**src/rx_fifo_irq_pkg.sv**
```systemverilog
/*
 * Shared constants for the receive link FIFO status and interrupt block:
 * register byte addresses, field positions, condition codes, reset values.
 * Assumes a 32-bit classic Wishbone slave with byte addresses.
 */
package rx_fifo_irq_pkg;

    // ==========================================================
    // widths
    localparam int ADR_W  = 8;
    localparam int DAT_W  = 32;
    localparam int CODE_W = 2;
    localparam int EVT_W  = 3;

    // ==========================================================
    // register byte addresses
    localparam logic [ADR_W-1:0] ADR_STATUS  = 8'h2C;  // link_interrupt_request_status
    localparam logic [ADR_W-1:0] ADR_MASK    = 8'h30;  // mask for the code field
    localparam logic [ADR_W-1:0] ADR_EVT     = 8'h34;  // sticky event status
    localparam logic [ADR_W-1:0] ADR_EVT_EN  = 8'h38;  // event enable
    localparam logic [ADR_W-1:0] ADR_EVT_CLR = 8'h3C;  // event clear, write only

    // ==========================================================
    // field positions
    localparam int CODE_LSB = 3;
    localparam int CODE_MSB = 4;
    localparam int EVT_HALF = 0;
    localparam int EVT_FULL = 1;
    localparam int EVT_OVF  = 2;

    // ==========================================================
    // condition codes, ordered by severity
    typedef enum logic [CODE_W-1:0] {
        COND_NORMAL = 2'h0,
        COND_HALF   = 2'h1,
        COND_FULL   = 2'h2,
        COND_OVF    = 2'h3
    } cond_type;

    // ==========================================================
    // reset values
    localparam logic [CODE_W-1:0] CODE_RST = 2'h0;
    localparam logic [CODE_W-1:0] MASK_RST = 2'h0;
    localparam logic [EVT_W-1:0]  EVT_RST  = 3'h0;
    localparam logic [DAT_W-1:0]  DAT_ZERO = 32'h0000_0000;

    // more severe of two codes; the encoding is ordered so compare is enough
    function automatic logic [CODE_W-1:0] sevMax(input logic [CODE_W-1:0] a,
                                                 input logic [CODE_W-1:0] b);
        sevMax = (a > b) ? a : b;
    endfunction : sevMax

endpackage : rx_fifo_irq_pkg

```
**src/rx_fifo_cond_encode.sv**
```systemverilog
/*
 * Encodes the present receive FIFO condition into the two-bit code.
 * Assumes level flags and an overflow pulse from FIFO logic on the same clock.
 */
`timescale 1ns/10ps

module rx_fifo_cond_encode (
    // fifo condition
    input  wire logic                                 halfFull,
    input  wire logic                                 fifoFull,
    input  wire logic                                 overflow,
    // encoded condition
    output      logic [rx_fifo_irq_pkg::CODE_W-1:0]  condNow
);
    import rx_fifo_irq_pkg::*;

    // ==========================================================
    // priority encode, worst condition first
    always_comb begin
        if (overflow) begin
            condNow = COND_OVF;
        end else if (fifoFull) begin
            condNow = COND_FULL;
        end else if (halfFull) begin
            condNow = COND_HALF;
        end else begin
            condNow = COND_NORMAL;
        end
    end

endmodule : rx_fifo_cond_encode

```
**src/rx_link_fifo_irq_status.sv**
```systemverilog
/*
 * Status and interrupt logic for the receive maintenance data link FIFO,
 * with a classic Wishbone register slave and one level interrupt output.
 * Assumes FIFO flags come from logic on clk and the bus master is classic.
 */
// The Wishbone interface to the registers was decided locally.
// Behaviour
// the field codes 00 below half, 01 half or more, 10 full, 11 overflow.
// the field is latched and returns to 00 only through a read of its register.
// a set field bit with its mask bit set drives the interrupt output.
// a new condition updates both field bits together in one cycle.
// condition logic never writes 00 into the field itself.
// between reads the field keeps the most severe code seen.
`timescale 1ns/10ps

module rx_link_fifo_irq_status (
    // clock, reset, enable
    input  wire logic                                clk,
    input  wire logic                                rst_b,
    input  wire logic                                ce,
    // receive link fifo
    input  wire logic                                halfFull,
    input  wire logic                                fifoFull,
    input  wire logic                                overflow,
    // wishbone slave
    input  wire logic                                cyc_i,
    input  wire logic                                stb_i,
    input  wire logic                                we_i,
    input  wire logic [rx_fifo_irq_pkg::ADR_W-1:0]   adr_i,
    input  wire logic [rx_fifo_irq_pkg::DAT_W-1:0]   dat_i,
    input  wire logic [3:0]                          sel_i,
    output      logic [rx_fifo_irq_pkg::DAT_W-1:0]   dat_o,
    output      logic                                ack_o,
    // interrupt
    output      logic                                irq
);
    import rx_fifo_irq_pkg::*;

    logic [CODE_W-1:0] condNow;
    logic [CODE_W-1:0] code_r;
    logic [CODE_W-1:0] code_nxt;
    logic [CODE_W-1:0] mask_r;
    logic [EVT_W-1:0]  evt_r;
    logic [EVT_W-1:0]  evtEn_r;
    logic [EVT_W-1:0]  evtSet;
    logic              access;
    logic              wrLane0;
    logic              rdClr;
    logic              irq_nxt;

    // ==========================================================
    // condition encoder
    rx_fifo_cond_encode u_encode (
        .halfFull (halfFull),
        .fifoFull (fifoFull),
        .overflow (overflow),
        .condNow  (condNow)
    );

    // ==========================================================
    // bus decode; one wait state, ack is a single-cycle pulse
    assign access  = cyc_i && stb_i && !ack_o;
    assign wrLane0 = access && we_i && sel_i[0];
    assign rdClr   = access && !we_i && (adr_i == ADR_STATUS);

    // ack follows every access, mapped or not
    always_ff @(posedge clk) begin
        if (!rst_b) begin
            ack_o <= 1'b0;
        end else if (ce) begin
            ack_o <= access;
        end
    end

    // read data captured with the ack; unmapped reads return zero
    always_ff @(posedge clk) begin
        if (!rst_b) begin
            dat_o <= DAT_ZERO;
        end else if (ce) begin
            dat_o <= DAT_ZERO;
            if (access && !we_i) begin
                unique case (adr_i)
                    ADR_STATUS: dat_o[CODE_MSB:CODE_LSB] <= code_r;
                    ADR_MASK:   dat_o[CODE_MSB:CODE_LSB] <= mask_r;
                    ADR_EVT:    dat_o[EVT_W-1:0]         <= evt_r;
                    ADR_EVT_EN: dat_o[EVT_W-1:0]         <= evtEn_r;
                    default:    dat_o                    <= DAT_ZERO;
                endcase
            end
        end
    end

    // ==========================================================
    // latched condition code; a condition in the clearing cycle wins
    always_comb begin
        code_nxt = code_r;
        if (rdClr) begin
            code_nxt = CODE_RST;
        end
        if (condNow != COND_NORMAL) begin
            code_nxt = sevMax(code_nxt, condNow);
        end
    end

    always_ff @(posedge clk) begin
        if (!rst_b) begin
            code_r <= CODE_RST;
        end else if (ce) begin
            code_r <= code_nxt;
        end
    end

    // ==========================================================
    // mask for the code field, same bit layout as the status register
    always_ff @(posedge clk) begin
        if (!rst_b) begin
            mask_r <= MASK_RST;
        end else if (ce && wrLane0 && adr_i == ADR_MASK) begin
            mask_r <= dat_i[CODE_MSB:CODE_LSB];
        end
    end

    // ==========================================================
    // sticky events: set each cycle the present code is half, full or overflow
    assign evtSet[EVT_HALF] = (condNow == COND_HALF);
    assign evtSet[EVT_FULL] = (condNow == COND_FULL);
    assign evtSet[EVT_OVF]  = (condNow == COND_OVF);

    // set beats a clear written in the same cycle
    always_ff @(posedge clk) begin
        if (!rst_b) begin
            evt_r <= EVT_RST;
        end else if (ce) begin
            if (wrLane0 && adr_i == ADR_EVT_CLR) begin
                evt_r <= (evt_r & ~dat_i[EVT_W-1:0]) | evtSet;
            end else begin
                evt_r <= evt_r | evtSet;
            end
        end
    end

    always_ff @(posedge clk) begin
        if (!rst_b) begin
            evtEn_r <= EVT_RST;
        end else if (ce && wrLane0 && adr_i == ADR_EVT_EN) begin
            evtEn_r <= dat_i[EVT_W-1:0];
        end
    end

    // ==========================================================
    // interrupt is registered, so it trails its cause by one cycle
    assign irq_nxt = (|(code_r & mask_r)) || (|(evt_r & evtEn_r));

    always_ff @(posedge clk) begin
        if (!rst_b) begin
            irq <= 1'b0;
        end else if (ce) begin
            irq <= irq_nxt;
        end
    end
endmodule : rx_link_fifo_irq_status

```
**config.mk**
```make
export PLATFORM = sky130hd
export DESIGN_NAME = rx_link_fifo_irq_status
export DESIGN_NICKNAME = d
export VERILOG_FILES = /design/src/rx_fifo_irq_pkg.sv /design/src/rx_fifo_cond_encode.sv /design/src/rx_link_fifo_irq_status.sv
export SDC_FILE = /design/constraint.sdc
export NUM_CORES = 1
export LEC_CHECK = 0
export BUFFER_PORTS_ARGS = -buffer_cell sky130_fd_sc_hd__buf_2
export CORE_MARGIN = 4
export CORE_UTILIZATION = 25
export DETAILED_ROUTE_END_ITERATION = 8
export SYNTH_ARGS = -nofsm -noshare
export SYNTH_HDL_FRONTEND = slang
export SYNTH_SLANG_ARGS = --single-unit
```
**constraint.sdc**
```tcl
create_clock -name clk -period 2.4 [get_ports clk]
set_clock_uncertainty 0.1 [all_clocks]
set_input_delay 0.6 -clock clk [delete_from_list [all_inputs] [get_ports clk]]
set_output_delay 0.6 -clock clk [all_outputs]
set_load 0.01 [all_outputs]
```
==> results.ini, run 1 <==
[clock_network]
clockBufferDepth=2
clk_pin_slew_worst_paths_ps=70
insertion_delay_ps=250
numCtsBuffers=3
h-tree-depth=1
root_buffer=clkbuf_8
ctsHoldBuffers=0
postCtsSetupBuffers=0
cts_sinks=17
ctsResizeCount=0
cts_tree=built

[yosys]
yosys.area_share.adder=0.0324
synthCells=138
yosys-top-cells-count=buf_4 (27), dfxtp_1 (17), nand2_1 (15)
synth_ff_type=dfxtp_1
synth_top_area_cell=dfxtp_1
synth_area_mm2=0.00116
yosys.area_share.simple=0.241
synth_compound_gate_area_share=0.186
yosysTopAreaCellShare=0.294
synth_cell_type_count=36
netlist_top_cells_area=dfxtp_1 (29%), buf_4 (17%), nand2_1 (4.9%)
synth_top_family_by_area=simple AND/OR/NAND/NOR gates
synth_xor_area_frac=0
ys_seq_area_frac=0.294
async_flop_share=0
synth_mux_area_frac=0.0432
avgSynthCellArea_um2=8.40
yosys_warnings=0
synth_edf_count=0
yosysMostFrequentCell=buf_4
ys_ff_latch=17

[critical_path]
critical-path-top-delay-family=compound AO/OA/AOI/OAI gates
path_max_fanout=2
path_cells=buf_2 -> or4b_1 -> o31ai_2 -> buf_4 -> ha_1 -> a2bb2oi_1 -> o21ai_0 -> o2bb2ai_1
ff2ff_path_depth=8
critPathSlowestCell=or4b_1
reg2reg_from=ack_o
path_depth=8
startpoint_type=primary input
critical_path.startpoint=adr_i[7]
crit_required_ps=2440
critical_path_class=in2reg
reg2reg_slack_ps=440
end_kind=flop
r2r_end=code_r[0]
timing.critical_path.buf_inv=2
cp_slowest_stage_delay_ps=560
cp.arrival_ps=2270
endpoint=code_r[0]

[floorplanning]
die_h_um=76.1
dieArea_mm2=0.00579
die_width_um=76.1
ioPinCount=87
start_util=0.262
core_mm2=0.00441
row_count=24

[pwr]
powerDensity_mw_per_mm2=458
leakagePower_nw=0.639
irDropWorstVdd_mv=0.260

[finish]
nets=235
final_cell_area_mm2=0.00138
drive_gt1_frac=0.264
area_growth_syn_to_layout_pct=19.3
utilization=0.313
antenna_cells=0
fin_cells=230

[timing]
fmax_ghz=0.449
setup_violations=0
hold_ws_ps=374
setup_ws_ps=173
fin_crit_ps=2230
fin_crit_sh=0.928
drv_slew=0
rsz0062_at_grt=no
finalHoldViolCount=0

[drt]
drtIter0Drc=74
dr.pass1.iters=4
routed_wl_mm=2.65
vias=1005
via_per_inst=4.37
post-route-drc-count=0
ant_nets=0
wl_per_cell_um=11.5

[placed_design]
port_buffers=29
place_area_mm2=0.00133
pre_cts_slack_ps=-134
hpwl_mm=2.22
dp.cells=226
gp_congestion=0.759

[min_path]
min-delay-start=dat_o[2]
hp-class=reg2reg
holdPathStages=1

[global_route]
grt_pass1_wl_mm=4.21
overflow=0
grt_pass1_vias=942
grtUsageTotal=0.0845
grt_antenna_before_repair=0
grt_max_degree=16

[job]
maxCapViolations=0

[status]
status=finished, final reports clean

[stage by stage]
step | TNS, ps | power [mW]
6_report | 0 | 0.634
2_1_floorplan | 0 | 0.400
5_1_grt | 0 | 0.668
4_1_cts | 0 | 0.637
3_5_place_dp | -134 | 0.422
3_3_place_gp | -107 | 0.419
[area by class of cell]
type | count | area, um^2
fill | 492 | 3030
multi-input combinational | 112 | 688
sequential | 17 | 340
timing repair buffer | 39 | 220
tap | 52 | 65.1
clock buffer | 3 | 41.3
inverter | 6 | 22.5
clock inverter | 1 | 5.00
[worst reg2reg max path, stage by stage (launching register included)]
cell and delay [ps]:
dfxtp_1 350, and3b_1 210, a41oi_1 310, inv_1 80, ha_1 300, nor2_1 110
a2bb2oi_1 180, o21ai_0 100, o2bb2ai_1 120
[logic make-up after synthesis]
logic type	after synthesis
other	1
buffers and inverters	35
adders and majority gates	3
DFF	17
muxes	5
AOI/OAI and AO/OA	30
and+or+nand+nor	47
[placed cells by master, fill, tap and decap left out, types with 2 or more instances in the layout]
cell type | netlist | final
o21ai_0 | 5 | 5
a22o_1 | 6 | 6
a311oi_1 | 2 | 2
nand2_1 | 15 | 15
and3b_1 | 2 | 2
buf_4 | 27 | 10
inv_1 | 6 | 6
a32o_1 | 2 | 2
a21oi_1 | 6 | 6
buf_2 | 0 | 29
nor2_1 | 10 | 10
a31oi_1 | 3 | 3
clkbuf_8 | 0 | 3
conb_1 | 1 | 27
dfxtp_1 | 17 | 17
nor2b_1 | 3 | 3
nor3_1 | 4 | 4
mux2i_1 | 5 | 5
nand2b_1 | 2 | 2
ha_1 | 3 | 3
[flip-flops by register name (all words and copies together) (netlist names)]
name	flops
ack_o	1
irq	1
evtEn_r	3
code_r	2
evt_r	3
dat_o	5
mask_r	2
[worst min-delay path by stage]
stage | to | slack (ps)
2_1_floorplan | mask_r[0] | 350
3_3_place_gp | dat_o[2] | 360
3_5_place_dp | dat_o[2] | 360
4_1_cts | dat_o[2] | 370
5_1_grt | dat_o[0] | 400
6_report | dat_o[2] | 370
[power breakdown]
group | leakage, nW | total, mW | internal [mW] | switching (mW)
registers | 0.138 | 0.297 | 0.289 | 0.00743
logic | 0.476 | 0.120 | 0.0482 | 0.0721
clock network | 0.0255 | 0.216 | 0.115 | 0.101
[per-layer routing]
layer | wire, um | global-route usage | vias up
li1 | - | - | 516
met1 | 1160 | 0.103 | 450
met2 | 1240 | 0.139 | 37
met3 | 239 | 0.0307 | 2
met4 | 10 | 0.0227 | 0
met5 | 0 | 0 | -
Power figures use the tool's default switching activity.
==> inputs of run 2 (changes only) <==
Settings changed: CORE_ASPECT_RATIO set to 0.8, PLACE_DENSITY set to 0.52, REMOVE_ABC_BUFFERS set to 1.
==> run 2 against run 1 <==
  * Power is 0.13% lower
  * Register-to-register slack better by 40 ps
  * Wire length is 6.6% higher
  * Worst setup slack worse by 71 ps
  * Sequential cell count stayed put
  * Core utilization is 0.92 points higher
  * Clock power hardly changed
==> results.ini, run 2 (synthesis gave the netlist of run 1 again) <==
[clock_network]
cts_tree=built  ; unchanged
clockBufferDepth=2  ; unchanged
ctsHoldBuffers=0  ; unchanged
clk_pin_slew_worst_paths_ps=70  ; about the same
insertion_delay_ps=250  ; about the same
numCtsBuffers=3  ; unchanged
postCtsSetupBuffers=0  ; unchanged
root_buffer=clkbuf_8  ; unchanged
h-tree-depth=1  ; unchanged
ctsResizeCount=0  ; unchanged
cts_sinks=17  ; unchanged

[drt]
routed_wl_mm=2.83  ; was 2.65 mm
ant_nets=0  ; unchanged
post-route-drc-count=0  ; unchanged
drtIter0Drc=49  ; was 74
vias=992  ; was 1,005
dr.pass1.iters=4  ; unchanged
via_per_inst=4.20  ; was 4.37
wl_per_cell_um=12.0  ; was 11.5 um

[critical_path]
path_cells=buf_2 -> or4b_1 -> o31ai_1 -> buf_4 -> ha_1 -> a2bb2oi_1 -> o21ai_0 -> o2bb2ai_1  ; was buf_2 -> or4b_1 -> o31ai_2 -> buf_4 -> ha_1 -> a2bb2oi_1 -> o21ai_0 -> o2bb2ai_1
cp.arrival_ps=2340  ; was 2270 ps
crit_required_ps=2440  ; about the same
end_kind=flop  ; unchanged
cp_slowest_stage_delay_ps=590  ; was 560 ps
critical_path_class=in2reg  ; unchanged
critical-path-top-delay-family=compound AO/OA/AOI/OAI gates  ; unchanged
startpoint_type=primary input  ; unchanged
path_max_fanout=2  ; unchanged
timing.critical_path.buf_inv=2  ; unchanged
critPathSlowestCell=or4b_1  ; unchanged

[global_route]
grt_antenna_before_repair=0  ; unchanged
grt_pass1_wl_mm=4.48  ; was 4.21 mm
grt-busiest-layer=met2  ; unchanged
grt_max_degree=16  ; unchanged
grtUsageMet3=0.0214  ; was 0.0307
grt_use_met2=0.141  ; was 0.139
grt_pass1_vias=934  ; was 942
overflow=0  ; unchanged
grtUsageTotal=0.0967  ; was 0.0845
met1_usage=0.137  ; was 0.103

[timing]
hold_ws_ps=375  ; was 374 ps
fin_crit_ps=2300  ; was 2230 ps
fin_crit_sh=0.958  ; was 0.928
setup_violations=0  ; unchanged
finalHoldViolCount=0  ; unchanged
fmax_ghz=0.435  ; was 0.449 GHz
setup_ws_ps=102  ; was 173 ps
rsz0062_at_grt=no  ; unchanged
drv_slew=0  ; unchanged
tns_ps=0  ; unchanged

[finish]
top_regs=dat_o x5, evtEn_r x3, evt_r x3  ; unchanged
drive_gt1_frac=0.268  ; was 0.264
antenna_cells=0  ; unchanged
largest_register_ff_count=5  ; unchanged
final_cell_area_mm2=0.00140  ; was 0.00138 mm^2
regMostFlops=dat_o  ; unchanged
seq_area_um2=340  ; unchanged
multiInputGateArea_um2=689  ; was 688 um^2
area_growth_syn_to_layout_pct=20.6  ; was 19.3%
layout_common_cells=buf_2 (29), conb_1 (27), dfxtp_1 (17), nand2_1 (15), buf_4 (11)  ; was buf_2 (29), conb_1 (27), dfxtp_1 (17), nand2_1 (15)
fill_cells=477  ; was 492
nets=236  ; was 235
layout_commonest_cell=buf_2  ; unchanged

[pwr]
seqPwrFrac=0.469  ; was 0.468
leakagePower_nw=0.645  ; was 0.639 nW
p_total_mw=0.633  ; was 0.634 mW
powerDensity_mw_per_mm2=453  ; was 458 mW/mm^2
p_sw_mw=0.179  ; was 0.181 mW
p_int_mw=0.454  ; was 0.453 mW
p_clk_frac=0.336  ; was 0.342
p_comb_frac=0.195  ; was 0.190
switching_share=0.283  ; was 0.285
irDropWorstVdd_mv=0.187  ; was 0.260 mV

[floorplanning]
core_mm2=0.00434  ; was 0.00441 mm^2
ioPinCount=87  ; unchanged
die_h_um=68.9  ; was 76.1 um
dieArea_mm2=0.00579  ; about the same
die_width_um=84.1  ; was 76.1 um
row_count=21  ; was 24
start_util=0.267  ; was 0.262

[placed_design]
pre_cts_slack_ps=-126  ; was -134 ps
place_area_mm2=0.00135  ; was 0.00133 mm^2
gp_congestion=0.771  ; was 0.759
port_buffers=29  ; unchanged
hpwl_mm=2.29  ; was 2.22 mm

[status]
status=finished, final reports clean  ; unchanged

[min_path]
hp-class=reg2reg  ; unchanged

[job]
maxCapViolations=0  ; unchanged

run 2: changes by cell type in the layout (fill, tap and decap cells not counted):
cell	before	now
o31ai_2	1	0
o31ai_1	0	1
buf_4	10	11
nor4b_2	0	1
nor4b_1	1	0
run 2: worst paths after layout:
path	startpoint	endpoint	slack [ps]	cells past startpoint
max	adr_i[7]	code_r[0]	100	8
min	dat_o[2]	dat_o[2]	380	1
max reg2reg	ack_o	code_r[0]	480	8
min reg2reg	dat_o[2]	dat_o[2]	380	1
run 2: power groups by stage:
stage	clock, mW	combinational, mW	sequential, mW
global placement	0	0.121	0.303
global route	0.227	0.141	0.298
detailed placement	0	0.121	0.303
finish	0.213	0.123	0.297
CTS	0.217	0.122	0.297
floorplan	0	0.0625	0.301
run 2: stage by stage:
step,cells,util
after global placement,232,0.310
after floorplan,135,-
after global routing,236,0.322
after CTS,236,0.321
after detailed placement,232,0.310
final,236,0.322
run 2: layer usage:
layer	part of all wire	wire, um	vias to the layer above
met5	0	0	-
met4	0.0074	21	0
met3	0.090	255	2
met2	0.40	1140	34
met1	0.50	1410	439
li1	-	-	517
run 2: cell type report:
cell class / instances / share of cell area
clock buffers: 3 / 0.0295
repair buffers: 40 / 0.163
well taps: 57 / 0.0510
flip-flops and latches: 17 / 0.244
clock inverters: 1 / 0.00358
multi-input cells: 112 / 0.493
inverters: 6 / 0.0161
